$ cat config.mk
export PLATFORM = sky130hd
export DESIGN_NAME = dbgacc_dev_flat
export DESIGN_NICKNAME = d
export VERILOG_FILES = /design/src/pkg/dbgacc_pkg.sv /design/src/pkg/dbgacc_link_if.sv /design/src/core/dbgacc_dev.sv /design/src/flat_wrapper.sv
export VERILOG_INCLUDE_DIRS = /design/src /design/src/pkg
export SDC_FILE = /design/constraint.sdc
export NUM_CORES = 1
export LEC_CHECK = 0
export BUFFER_PORTS_ARGS = -buffer_cell sky130_fd_sc_hd__buf_4
export CORE_ASPECT_RATIO = 0.7
export CORE_UTILIZATION = 45
export CTS_CLUSTER_SIZE = 16
export DETAILED_ROUTE_END_ITERATION = 6
export PLACE_DENSITY = 0.7
export RECOVER_POWER = 25
export SYNTH_ARGS = -nofsm -noshare
export SYNTH_HDL_FRONTEND = slang
export SYNTH_SLANG_ARGS = --single-unit
$ cat constraint.sdc
create_clock -name clk -period 3.2 [get_ports clk]
set_input_delay 0.64 -clock clk [delete_from_list [all_inputs] [get_ports clk]]
set_output_delay 0.64 -clock clk [all_outputs]
set_load 0.05 [all_outputs]
$ cat src/pkg/dbgacc_consts.svh
// Constants of the debug access block: opcodes, sizes, fill values and host register map.
`ifndef DBGACC_CONSTS_SVH
`define DBGACC_CONSTS_SVH

// Command class, held in opcode bits [7:4].
`define DBGACC_CLS_WRITE_MEM 4'h1
`define DBGACC_CLS_FILL_MEM  4'h2
`define DBGACC_CLS_READ_MEM  4'h3
`define DBGACC_CLS_REG_STORE 4'h4
`define DBGACC_CLS_READ_SAME 4'h5
`define DBGACC_CLS_REG_FETCH 4'h6
`define DBGACC_CLS_DUMP_MEM  4'h7

// Memory access size, held in opcode bits [3:2].
`define DBGACC_SZ_8          2'h0
`define DBGACC_SZ_16         2'h1
`define DBGACC_SZ_32         2'h2

// Highest implemented CPU register index.
`define DBGACC_REG_LAST      4'hC

// Value returned in every byte of a failed read.
`define DBGACC_FAIL_WORD     32'hEEEEEEEE

// Host register byte offsets.
`define DBGACC_OFS_CMD       5'h00
`define DBGACC_OFS_ADDR      5'h04
`define DBGACC_OFS_WDATA     5'h08
`define DBGACC_OFS_RDATA     5'h0C
`define DBGACC_OFS_STATUS    5'h10
`define DBGACC_OFS_MASK      5'h14
`define DBGACC_OFS_BUSY      5'h18

// Status and mask bit positions.
`define DBGACC_ST_DONE       0
`define DBGACC_ST_BAD_ACC    1
`define DBGACC_ST_RD_INV     2
`define DBGACC_ST_BAD_CMD    3

// Reset values.
`define DBGACC_RST_ADDR      24'h000000
`define DBGACC_RST_WORD      32'h00000000
`define DBGACC_RST_FLAGS     4'h0

`endif

$ cat src/pkg/dbgacc_pkg.sv
// Types shared by both ends of the debug access link.
package dbgacc_pkg;

   // Device end sequencer states.
   typedef enum logic [2:0] {
      DBGACC_IDLE = 3'b001,
      DBGACC_MEM  = 3'b010,
      DBGACC_REG  = 3'b100
   } dbgacc_state_t;

   // Response flags carried with every answer.
   typedef struct packed {
      logic bad_cmd;
      logic rd_invalid;
      logic bad_access;
   } dbgacc_flags_t;

endpackage : dbgacc_pkg

$ cat src/pkg/dbgacc_link_if.sv
// Command level link between the debug host end and the device end.
`timescale 1ns/100ps
interface dbgacc_link_if;
   import dbgacc_pkg::*;

   logic          cmd_valid;
   logic          cmd_ready;
   logic [7:0]    cmd_op;
   logic [23:0]   cmd_addr;
   logic [31:0]   cmd_wdata;
   logic          rsp_valid;
   logic [31:0]   rsp_rdata;
   dbgacc_flags_t rsp_flags;

   modport host (output cmd_valid, cmd_op, cmd_addr, cmd_wdata,
                 input  cmd_ready, rsp_valid, rsp_rdata, rsp_flags);
   modport dev  (input  cmd_valid, cmd_op, cmd_addr, cmd_wdata,
                 output cmd_ready, rsp_valid, rsp_rdata, rsp_flags);
endinterface : dbgacc_link_if

$ cat src/core/dbgacc_dev.sv
// Device end: decodes debug commands into CPU register and memory accesses.
// How it works
// - Register transfers always carry a 32-bit word.
// - Register index D to F: 0xEE, bad access.
// - Store opcodes 0x40-0x4C, low nibble is index.
// - Fetch opcodes 0x60-0x6C, same index order.
// - Valid widths: 8, 16, 24, 32 per register.
// - Unimplemented command ends dump, fill, same sequences.
// - Illegal read returns 0xEE in each byte of its size, zero above.
// - After illegal access, fill and same invalid.
// - Illegal access keeps a dump sequence alive.
// - Read-invalid reads keep dump and same valid.
// - 32-bit accesses force address bits [1:0] zero.
// - 16-bit at lane 11 moves to lanes 10,11.
// - Streamed address is previous plus previous size.
// - After misaligned 32-bit, increment zero-forced address.
// - After realigned 16-bit, increment original address.
// - Repeated reads use unmodified last read address.
// - Repeated reads realign per own size, keep base.
// - Store while not halted: no operation, bad command.
//
// The Avalon-MM interface to the registers and the register addresses were chosen for this implementation.
`timescale 1ns/100ps
module dbgacc_dev
   import dbgacc_pkg::*;
(
   // Clock and reset.
   input  wire logic        clk,
   input  wire logic        rstn,
   // Link to the debug host.
   dbgacc_link_if.dev       link,
   // Core state.
   input  wire logic        debug_halt_state,
   // CPU register file port.
   output logic [3:0]       cpu_reg_index,
   output logic             cpu_reg_we,
   output logic [31:0]      cpu_reg_wdata,
   input  wire logic [31:0] cpu_reg_rdata,
   // Memory port, big-endian lanes, mem_be[3] is lane 00.
   output logic             mem_req,
   output logic             mem_we,
   output logic [23:0]      mem_addr,
   output logic [3:0]       mem_be,
   output logic [31:0]      mem_wdata,
   input  wire logic        mem_ack,
   input  wire logic [31:0] mem_rdata,
   input  wire logic        mem_illegal,
   input  wire logic        mem_read_invalid_flag
);
`include "dbgacc_consts.svh"

   // Aligned address of an access of the given size.
   function automatic logic [23:0] align_addr(input logic [23:0] a, input logic [1:0] sz);
      logic [23:0] r;
      r = a;
      if (sz == `DBGACC_SZ_32) begin
         r[1:0] = 2'h0;
      end else if (sz == `DBGACC_SZ_16 && a[1:0] == 2'h3) begin
         r[1:0] = 2'h2;
      end
      return r;
   endfunction : align_addr

   // Number of bytes minus one for a size code.
   function automatic logic [1:0] size_span(input logic [1:0] sz);
      return {sz[1], sz[1] | sz[0]};
   endfunction : size_span

   // Mask of the valid data bits of a size code.
   function automatic logic [31:0] size_mask(input logic [1:0] sz);
      logic [31:0] m;
      case (sz)
         `DBGACC_SZ_8:  m = 32'h000000FF;
         `DBGACC_SZ_16: m = 32'h0000FFFF;
         default:       m = 32'hFFFFFFFF;
      endcase
      return m;
   endfunction : size_mask

   // Valid bits of each CPU register; the redundant bits read as zero.
   function automatic logic [31:0] reg_mask(input logic [3:0] idx);
      logic [31:0] m;
      case (idx)
         4'h0, 4'h1:                   m = 32'h000000FF;
         4'h2, 4'h3, 4'h4, 4'h5, 4'hC: m = 32'h0000FFFF;
         4'h8, 4'h9, 4'hA, 4'hB:       m = 32'h00FFFFFF;
         default:                      m = 32'hFFFFFFFF;
      endcase
      return m;
   endfunction : reg_mask

   dbgacc_state_t state_q;
   logic          fill_ok_q;
   logic          dump_ok_q;
   logic          same_ok_q;
   logic [23:0]   last_addr_q;
   logic [1:0]    last_size_q;
   logic [23:0]   base_addr_q;
   logic [1:0]    size_q;
   logic [4:0]    shift_q;
   logic          fetch_q;
   logic          rsp_valid_q;
   logic [31:0]   rsp_rdata_q;
   dbgacc_flags_t rsp_flags_q;

   logic [3:0]    cls;
   logic [1:0]    sz;
   logic          is_wr;
   logic          is_fill;
   logic          is_rd;
   logic          is_same;
   logic          is_dump;
   logic          is_sto;
   logic          is_fet;
   logic          mem_cmd;
   logic          seq_ok;
   logic          unimpl;
   logic          take;
   logic [23:0]   raw_addr;
   logic [23:0]   eff_addr;
   logic [1:0]    end_lane;

   // Command decode; the size field only means something on memory commands.
   always_comb begin
      cls      = link.cmd_op[7:4];
      sz       = link.cmd_op[3:2];
      is_wr    = cls == `DBGACC_CLS_WRITE_MEM;
      is_fill  = cls == `DBGACC_CLS_FILL_MEM;
      is_rd    = cls == `DBGACC_CLS_READ_MEM;
      is_same  = cls == `DBGACC_CLS_READ_SAME;
      is_dump  = cls == `DBGACC_CLS_DUMP_MEM;
      is_sto   = cls == `DBGACC_CLS_REG_STORE;
      is_fet   = cls == `DBGACC_CLS_REG_FETCH;
      mem_cmd  = (is_wr | is_fill | is_rd | is_same | is_dump) & (sz != 2'h3);
      unimpl   = ~(mem_cmd | is_sto | is_fet);
      seq_ok   = is_fill ? fill_ok_q : is_dump ? dump_ok_q : is_same ? same_ok_q : 1'b1;
      take     = (state_q == DBGACC_IDLE) & link.cmd_valid;
      if (is_fill | is_dump) begin
         raw_addr = last_addr_q + {22'h0, size_span(last_size_q)} + 24'h1;
      end else if (is_same) begin
         raw_addr = base_addr_q;
      end else begin
         raw_addr = link.cmd_addr;
      end
      eff_addr = align_addr(raw_addr, sz);
      end_lane = eff_addr[1:0] + size_span(sz);
   end

   assign link.cmd_ready = state_q == DBGACC_IDLE;
   assign link.rsp_valid = rsp_valid_q;
   assign link.rsp_rdata = rsp_rdata_q;
   assign link.rsp_flags = rsp_flags_q;

   // Sequencer, memory request and the single-cycle response.
   always_ff @(posedge clk or negedge rstn) begin
      if (!rstn) begin
         state_q     <= DBGACC_IDLE;
         mem_req     <= 1'b0;
         mem_we      <= 1'b0;
         mem_addr    <= `DBGACC_RST_ADDR;
         mem_be      <= 4'h0;
         mem_wdata   <= `DBGACC_RST_WORD;
         size_q      <= `DBGACC_SZ_8;
         shift_q     <= 5'h00;
         fetch_q     <= 1'b0;
         rsp_valid_q <= 1'b0;
         rsp_rdata_q <= `DBGACC_RST_WORD;
         rsp_flags_q <= '0;
      end else begin
         rsp_valid_q <= 1'b0;
         case (state_q)
            DBGACC_IDLE: begin
               if (take) begin
                  rsp_flags_q <= '0;
                  rsp_rdata_q <= `DBGACC_RST_WORD;
                  if (mem_cmd && seq_ok) begin
                     state_q   <= DBGACC_MEM;
                     mem_req   <= 1'b1;
                     mem_we    <= is_wr | is_fill;
                     mem_addr  <= eff_addr;
                     size_q    <= sz;
                     shift_q   <= {~end_lane, 3'h0};
                     mem_be    <= {sz[1], sz[1], sz[1] | sz[0], 1'b1} << ~end_lane;
                     mem_wdata <= (link.cmd_wdata & size_mask(sz)) << {~end_lane, 3'h0};
                  end else if (mem_cmd) begin
                     // A stale streamed or repeated read gets the failure pattern.
                     rsp_valid_q <= 1'b1;
                     rsp_rdata_q <= (is_fill) ? `DBGACC_RST_WORD : `DBGACC_FAIL_WORD & size_mask(sz);
                  end else if ((is_sto | is_fet) && debug_halt_state
                               && link.cmd_op[3:0] <= `DBGACC_REG_LAST) begin
                     state_q <= DBGACC_REG;
                     fetch_q <= is_fet;
                  end else begin
                     rsp_valid_q <= 1'b1;
                     rsp_rdata_q <= is_sto ? `DBGACC_RST_WORD : `DBGACC_FAIL_WORD;
                     rsp_flags_q.bad_access <= (is_sto | is_fet) & debug_halt_state;
                     rsp_flags_q.bad_cmd    <= unimpl | ~debug_halt_state;
                  end
               end
            end
            DBGACC_MEM: begin
               if (mem_ack) begin
                  state_q     <= DBGACC_IDLE;
                  mem_req     <= 1'b0;
                  rsp_valid_q <= 1'b1;
                  rsp_flags_q.bad_access <= mem_illegal;
                  rsp_flags_q.rd_invalid <= ~mem_we & mem_read_invalid_flag;
                  if (mem_we) begin
                     rsp_rdata_q <= `DBGACC_RST_WORD;
                  end else if (mem_illegal || mem_read_invalid_flag) begin
                     rsp_rdata_q <= `DBGACC_FAIL_WORD & size_mask(size_q);
                  end else begin
                     rsp_rdata_q <= (mem_rdata >> shift_q) & size_mask(size_q);
                  end
               end
            end
            DBGACC_REG: begin
               state_q     <= DBGACC_IDLE;
               rsp_valid_q <= 1'b1;
               rsp_rdata_q <= fetch_q ? (cpu_reg_rdata & reg_mask(cpu_reg_index))
                                      : `DBGACC_RST_WORD;
            end
            default: begin
               state_q <= DBGACC_IDLE;
               mem_req <= 1'b0;
            end
         endcase
      end
   end

   // CPU register port; the write strobe lasts one cycle and only when halted.
   always_ff @(posedge clk or negedge rstn) begin
      if (!rstn) begin
         cpu_reg_index <= 4'h0;
         cpu_reg_we    <= 1'b0;
         cpu_reg_wdata <= `DBGACC_RST_WORD;
      end else begin
         cpu_reg_we <= 1'b0;
         if (take && (is_sto || is_fet)) begin
            cpu_reg_index <= link.cmd_op[3:0];
            cpu_reg_wdata <= link.cmd_wdata & reg_mask(link.cmd_op[3:0]);
            cpu_reg_we    <= is_sto & debug_halt_state
                             & (link.cmd_op[3:0] <= `DBGACC_REG_LAST);
         end
      end
   end

   // Sequence bookkeeping: which streamed commands are valid and their addresses.
   always_ff @(posedge clk or negedge rstn) begin
      if (!rstn) begin
         fill_ok_q   <= 1'b0;
         dump_ok_q   <= 1'b0;
         same_ok_q   <= 1'b0;
         last_addr_q <= `DBGACC_RST_ADDR;
         last_size_q <= `DBGACC_SZ_8;
         base_addr_q <= `DBGACC_RST_ADDR;
      end else if (take && unimpl) begin
         fill_ok_q <= 1'b0;
         dump_ok_q <= 1'b0;
         same_ok_q <= 1'b0;
      end else if (take && mem_cmd && seq_ok) begin
         if (!is_same) begin
            // Longwords continue from the zero-forced address, words from the original.
            last_addr_q <= (sz == `DBGACC_SZ_32) ? eff_addr : raw_addr;
            last_size_q <= sz;
         end
         if (is_rd) begin
            base_addr_q <= link.cmd_addr;
            same_ok_q   <= 1'b1;
            dump_ok_q   <= 1'b1;
            fill_ok_q   <= 1'b0;
         end else if (is_wr) begin
            fill_ok_q <= 1'b1;
            dump_ok_q <= 1'b0;
         end
      end else if (state_q == DBGACC_MEM && mem_ack && mem_illegal) begin
         // A read-invalid answer leaves the dump and same sequences usable.
         fill_ok_q <= 1'b0;
         same_ok_q <= 1'b0;
      end
   end

endmodule : dbgacc_dev

$ cat src/flat_wrapper.sv
// flat-port wrapper written by rule: the top's interface ports become plain ports
module dbgacc_dev_flat import dbgacc_pkg::*;
  (clk, rstn, debug_halt_state, cpu_reg_index, cpu_reg_we, cpu_reg_wdata, cpu_reg_rdata, mem_req, mem_we, mem_addr, mem_be, mem_wdata, mem_ack, mem_rdata, mem_illegal, mem_read_invalid_flag, link_cmd_valid, link_cmd_op, link_cmd_addr, link_cmd_wdata, link_cmd_ready, link_rsp_valid, link_rsp_rdata, link_rsp_flags);
  dbgacc_link_if link_i ();
  input  wire logic clk;
  input  wire logic rstn;
  input  wire logic debug_halt_state;
  output logic [3:0] cpu_reg_index;
  output logic cpu_reg_we;
  output logic [31:0] cpu_reg_wdata;
  input  wire logic [31:0] cpu_reg_rdata;
  output logic mem_req;
  output logic mem_we;
  output logic [23:0] mem_addr;
  output logic [3:0] mem_be;
  output logic [31:0] mem_wdata;
  input  wire logic mem_ack;
  input  wire logic [31:0] mem_rdata;
  input  wire logic mem_illegal;
  input  wire logic mem_read_invalid_flag;
  input wire logic [$bits(link_i.cmd_valid)-1:0] link_cmd_valid;
  input wire logic [$bits(link_i.cmd_op)-1:0] link_cmd_op;
  input wire logic [$bits(link_i.cmd_addr)-1:0] link_cmd_addr;
  input wire logic [$bits(link_i.cmd_wdata)-1:0] link_cmd_wdata;
  output wire logic [$bits(link_i.cmd_ready)-1:0] link_cmd_ready;
  output wire logic [$bits(link_i.rsp_valid)-1:0] link_rsp_valid;
  output wire logic [$bits(link_i.rsp_rdata)-1:0] link_rsp_rdata;
  output wire logic [$bits(link_i.rsp_flags)-1:0] link_rsp_flags;
  assign link_i.cmd_valid = link_cmd_valid;
  assign link_i.cmd_op = link_cmd_op;
  assign link_i.cmd_addr = link_cmd_addr;
  assign link_i.cmd_wdata = link_cmd_wdata;
  assign link_cmd_ready = link_i.cmd_ready;
  assign link_rsp_valid = link_i.rsp_valid;
  assign link_rsp_rdata = link_i.rsp_rdata;
  assign link_rsp_flags = link_i.rsp_flags;
  dbgacc_dev u_core (.clk(clk), .rstn(rstn), .link(link_i), .debug_halt_state(debug_halt_state), .cpu_reg_index(cpu_reg_index), .cpu_reg_we(cpu_reg_we), .cpu_reg_wdata(cpu_reg_wdata), .cpu_reg_rdata(cpu_reg_rdata), .mem_req(mem_req), .mem_we(mem_we), .mem_addr(mem_addr), .mem_be(mem_be), .mem_wdata(mem_wdata), .mem_ack(mem_ack), .mem_rdata(mem_rdata), .mem_illegal(mem_illegal), .mem_read_invalid_flag(mem_read_invalid_flag));
endmodule
# Word level (Yosys, flattened, before mapping)
# Memory sizes are Yosys's and may differ from the RTL's.
# Cells that the tools add are included.
# Widths: inputs -> output; s select.
# word_totals
rom_bits	768
wordCells	183
in_bits	135
output_inout_bits	136
n_memories	2
regBits	196
# classes
n_bitwise	30
shifts	3
eq_ne	22
n_reduce_logical	31
magnitude_cmp	1
addsub	3
n_mux	68
# memory_table
memory	depth	word_bits	rd	rd_ports_with_merged_regs	wr	line_no	rtl
(no name shown)	16	24	1	0	0	dbgacc_dev.sv:83	case (idx)
(no name shown)	16	24	1	0	0	dbgacc_dev.sv:83	
# op_table
op	n
$mux 32	19
$and 32x32->32	4
$pmux 32 s2	2
$pmux 32 s3	1
$mux 24	2
$shl 32x5->32	1
$shr 32x5->32	1
$mux 1	30
$add 24x1->24 const B	1
$add 24x2->24	1
$eq 4x3->1 const B	4
$mux 3	5
$reduce_and 3->1	5
$or 1x1->1	11
$logic_and 1x1->1	10
$mux 2	5
$reduce_bool 3->1	3
$eq 4x2->1 const B	2
$not 1->1	8
$reduce_and 2->1	4
$reduce_and 4->1	2
$and 1x1->1	6
$ne 3x1->1 const B	2
$pmux 1 s3	2
other kinds (20)	27

# Longest topological paths before layout
# depth
ltp_word	13
depth_mapped	15
depth_no_buf	13

# Worst setup path after synthesis
# No wires, ideal clock.
# synth_path
kind	input to register
from	input port link_cmd_op[7]
to	register u_core.mem_wdata[25]
path_buffers	4
t_required_ps	3072
cell_stages	13
setup_slack_ps	90
setup_ps	128
arrival_time_ps	2982
cell_sequence	clkbuf_1 -> nand2b_1 -> nor2_1 -> clkbuf_1 -> nand2_1 -> nand3_1 -> a31oi_1 -> ha_1 -> clkbuf_1 -> clkbuf_1 -> mux2_2 -> nand3_1 -> o211ai_2
# synth_via
elab_chain_len	10
elab_cells_between_ends	25
cone_classes	add/sub (1); eq/ne (6); shift (1); mux (7); bitwise (7); reduce/logical (3)
# synth_rtl
element	line_no	rtl
start, declared	flat_wrapper.sv:22	input wire logic [$bits(link_i.cmd_op)-1:0] link_cmd_op;
$eq 4x3->1 (no source line) or $eq 4x2->1 (tied branches)	--	
$mux 24 or $or 1x1->1 (tied branches)	dbgacc_dev.sv:140, dbgacc_dev.sv:138	
$mux 24 (*)	dbgacc_dev.sv:138	if (is_fill | is_dump) begin
$eq 2x2->1	dbgacc_dev.sv:58	end else if (sz == `DBGACC_SZ_16 && a[1:0] == 2'h3) begin
$logic_and 1x1->1	dbgacc_dev.sv:58	
$mux 2 (*)	dbgacc_dev.sv:58	
$mux 2 (*)	dbgacc_dev.sv:56	if (sz == `DBGACC_SZ_32) begin
net u_core.eff_addr[0]	dbgacc_dev.sv:120	logic [23:0] eff_addr;
$add 2x2->2 (*)	dbgacc_dev.sv:146	end_lane = eff_addr[1:0] + size_span(sz);
$not 2->2 (*)	dbgacc_dev.sv:184	mem_wdata <= (link.cmd_wdata & size_mask(sz)) << {~end_lane, 3'h0};
$shl 32x5->32 (*)	dbgacc_dev.sv:184	
end signal, assigned	dbgacc_dev.sv:162	mem_wdata <= `DBGACC_RST_WORD;
end signal, assigned	dbgacc_dev.sv:184	
end, declared	dbgacc_dev.sv:44	output logic [31:0] mem_wdata,
# The timed path passes the listed nets; every way through them passes the cells marked *.
# A chain may end at the register's enable or synchronous reset.

# Worst setup path in the final report
# layout_path
from	register u_core.last_size_q[1]
to	register u_core.mem_be[2]
# layout_via
elab_chain_len	11
# layout_rtl
element	line_no	rtl
start, declared	dbgacc_dev.sv:97	logic [1:0] last_size_q;
start signal, assigned	dbgacc_dev.sv:255	last_size_q <= `DBGACC_SZ_8;
start signal, assigned	dbgacc_dev.sv:265	last_size_q <= sz;
$or 1x1->1	dbgacc_dev.sv:66	return {sz[1], sz[1] | sz[0]};
$add 24x2->24 (*)	dbgacc_dev.sv:139	raw_addr = last_addr_q + {22'h0, size_span(last_size_q)} + 24'h1;
$add 24x1->24 (*)	dbgacc_dev.sv:139	
$mux 24 (*)	dbgacc_dev.sv:138	
$eq 2x2->1	dbgacc_dev.sv:58	
$logic_and 1x1->1	dbgacc_dev.sv:58	
$mux 2 (*)	dbgacc_dev.sv:58	
$mux 2 (*)	dbgacc_dev.sv:56	
net u_core.eff_addr[0]	dbgacc_dev.sv:120	
$add 2x2->2 (*)	dbgacc_dev.sv:146	
$not 2->2 (*)	dbgacc_dev.sv:183	mem_be <= {sz[1], sz[1], sz[1] | sz[0], 1'b1} << ~end_lane;
$shl 4x2->4 (*)	dbgacc_dev.sv:183	
end signal, assigned	dbgacc_dev.sv:183	
end, declared	dbgacc_dev.sv:43	output logic [3:0] mem_be,
# Marks and branches as above.

==> flow_summary.ini <==
[worst_setup_path]
worstSetupStartpoint = u_core.last_size_q[1]
critPathLaunchType = flop
arrival_ps = 3250
path_max_fanout = 5
cp_data_required_time_ps = 3510
endpoint_kind = flop
regToRegStartpoint = u_core.last_size_q[1]
rrSetupSlack_ps = 260
reg2reg_depth = 11
path_class = reg2reg

[clock_network]
cts_buffers = 17
htree_levels = 4
clockRootBuffer = clkbuf_16
postCtsSetupRepairBufs = 0
cts_hold_buf = 0
cts.clk_slew.worst_paths_ps = 80
cts_sinks = 196
clockBufferDepth = 2
clk_latency_ps = 440
tritoncts = built
ctsResizeCount = 0

[place]
portBuffers = 270
dp.cells = 1659
gp_congestion = 0.892
place_hpwl_microns = 23800

[grt]
grt_max_degree = 79
grt_pass1_wl_microns = 50200
antenna_found_initial = 0
groute.usage.overall = 0.270
grt-ovfl-total = 0
grt_pass1_vias = 8892

[sta]
finalHoldViolations = 0
rsz0062_at_grt = false
setup_viol = 0
slew_violations = 79
worst_pin_slew_ps = 2050
min_period_ps = 2940
slew-limit-headroom = -0.364
fin_crit_sh = 0.919
max_freq_ghz = 0.340
fin_skew_ps = 16.1
setup_tns_ps = 0
timing.hold.ws_ps = 412

[synth]
synth_warnings = 0
synth-async-reset-ratio = 1.00
avgSynthCellArea_sq_um = 9.43
syn_area_sq_mm = 0.0105
synthesis.nets = 1256
synth_top_cells_by_area = dfrtp_1 (46%), nand2_1 (6.0%), mux2_2 (5.8%)
yosysUniqueCellTypes = 70
yosysSeqAreaShare = 0.466
synth_top_cell_area_share = 0.464
synth_edf_count = 0
ys_ff_latch = 196
synth_ff_type = dfrtp_1
syn_inst = 1116
yosysTopAreaCell = dfrtp_1

[route]
drt-met1-wl_microns = 15300
detail_route.first_pass.iterations = 5
drc = 0
routed.top_layer = met4
drt-wirelength-per-cell_microns = 19.3
vias = 9466
vias_per_cell = 5.60
wl_microns = 32700
wl_met2_microns = 14300
first_iter_violations = 684
wl_met3_microns = 2670
final_antenna_net_count = 0

[cells_and_area]
regArea_sq_mm = 0.00491
nFillCells = 2070
multi_input_area_sq_mm = 0.00523
n_antenna_cell = 0
finalNonFillerCells = 1691
areaGrowthSynthToFinish_pct = 28.2
final_layout_size_suffix_gt1_frac = 0.307
nets = 1506

[worst_hold_path]
min_path_cells = 2
min-delay-path-class = in2reg
hp-start = link_cmd_addr[14]

[outcome]
run_status = finished, violations left
violations = capacitance limit, slew limit

[die]
chipHeight_microns = 130
dieArea_sq_mm = 0.0240
rows = 46
initial_core_util = 0.462
core_sq_mm = 0.0228
ios = 271
die_x_microns = 185

[pwr]
power.density_mw_per_mm2 = 860
leakage_nw = 6.29
irDropWorstVdd_uv = 556

[run]
drv_cap = 1
-- path summary, 6_finish.rpt --
path,end
worst max-delay path,u_core.mem_be[2]
worst min-delay path,u_core.base_addr_q[14]
worst max register to register,u_core.mem_be[2]
worst min register to register,u_core.mem_addr[21]
max in group asynchronous,u_core.cpu_reg_wdata[30]
min in group asynchronous,u_core.mem_addr[19]
-- synthesized netlist by cell type, drive strengths merged, types with 18 or more instances --
| master | number |
|---|---|
| nor2b | 22 |
| a21oi | 77 |
| clkbuf | 52 |
| a211oi | 19 |
| a22o | 18 |
| o211ai | 18 |
| mux2 | 73 |
| mux2i | 39 |
| nand2 | 170 |
| nand3 | 51 |
| nor2 | 69 |
| o21ai | 99 |
| buf | 27 |
| dfrtp | 195 |
-- worst max-delay path, cell delays in order (launching register included) --
cell       delay [ps]
dfrtp_1           370
nor2_1             50
ha_1              230
fa_1              490
inv_1              90
nand3_1           100
o21ai_0           140
a31oi_1           160
ha_1              210
or3_1             480
a2111oi_0         410
a211oi_1           90
-- sequential cells by signal, indices dropped and copies added (netlist names), 2 cells and up --
| register | flops |
|---|---|
| u_core.link.rsp_flags | 3 |
| u_core.mem_addr | 24 |
| u_core.size_q | 2 |
| u_core.mem_wdata | 32 |
| u_core.cpu_reg_index | 4 |
| u_core.shift_q | 2 |
| u_core.cpu_reg_wdata | 32 |
| u_core.last_size_q | 2 |
| u_core.mem_be | 4 |
| u_core.state_q | 3 |
| u_core.base_addr_q | 24 |
| u_core.last_addr_q | 24 |
| u_core.link.rsp_rdata | 32 |
-- report_power, final --
part / switching (mW) / internal (mW) / total (mW)
combinational: 3.78 / 1.79 / 5.57
clock: 1.06 / 1.03 / 2.09
sequential: 0.661 / 3.28 / 3.94
-- per-layer routing --
| layer | vias up | track usage |
|---|---|---|
| met5 | - | 0 |
| met4 | 0 | 0.0676 |
| met3 | 37 | 0.0720 |
| met2 | 404 | 0.393 |
| met1 | 4547 | 0.398 |
| li1 | 4478 | - |
-- cells in the final DEF (no fill, tap or decap), types with 4 or more instances in the layout --
| cell type | instances |
|---|---|
| nor2b_1 | 22 |
| mux2_2 | 54 |
| inv_1 | 16 |
| clkbuf_16 | 17 |
| nand2_1 | 167 |
| nor3_1 | 7 |
| a41oi_1 | 6 |
| a22o_1 | 18 |
| a32oi_1 | 4 |
| nand4_1 | 7 |
| a211oi_1 | 18 |
| nand2b_1 | 15 |
| and3_1 | 12 |
| clkinv_4 | 5 |
| a221oi_1 | 6 |
| xor2_1 | 16 |
| a21oi_1 | 75 |
| nand3_1 | 50 |
| mux2i_1 | 38 |
| o21ai_0 | 96 |
| a31oi_1 | 16 |
| mux2_1 | 19 |
| nor3b_1 | 4 |
| xnor2_1 | 8 |
| and2_1 | 8 |
| nor2_1 | 67 |
| ha_1 | 4 |
| o211ai_1 | 8 |
| buf_4 | 304 |
| dfrtp_1 | 195 |
| o211ai_2 | 10 |
| a22oi_1 | 10 |
-- metrics by stage --
step	power (mW)	worst slack, ps	utilization	cell area, sq um
after global routing	12.2	45.1	0.592	13500
after global placement	9.46	222	0.569	13000
after detailed placement	9.54	182	0.569	13000
after floorplan	7.63	89.7	-	10500
after CTS	11.6	258	0.593	13500
final	11.6	259	0.592	13500
-- logic make-up after synthesis --
kind of cell / count (synthesis) / synth area share
simple gates: 386 / 0.171
compound gates: 298 / 0.180
flops: 196 / 0.466
mux: 112 / 0.116
buf+inv: 95 / 0.0399
xor+xnor: 24 / 0.0200
fa+ha+maj: 5 / 0.00666
-- layout make-up --
| type | count | share of cell area |
|---|---|---|
| Timing Repair Buffer | 310 | 0.175 |
| Multi-Input combinational cell | 825 | 0.387 |
| Clock inverter | 13 | 0.00862 |
| Sequential cell | 196 | 0.364 |
| Tap cell | 312 | 0.0289 |
| Inverter | 16 | 0.00445 |
| Clock buffer | 19 | 0.0321 |
(Power assumes the default switching activity.)
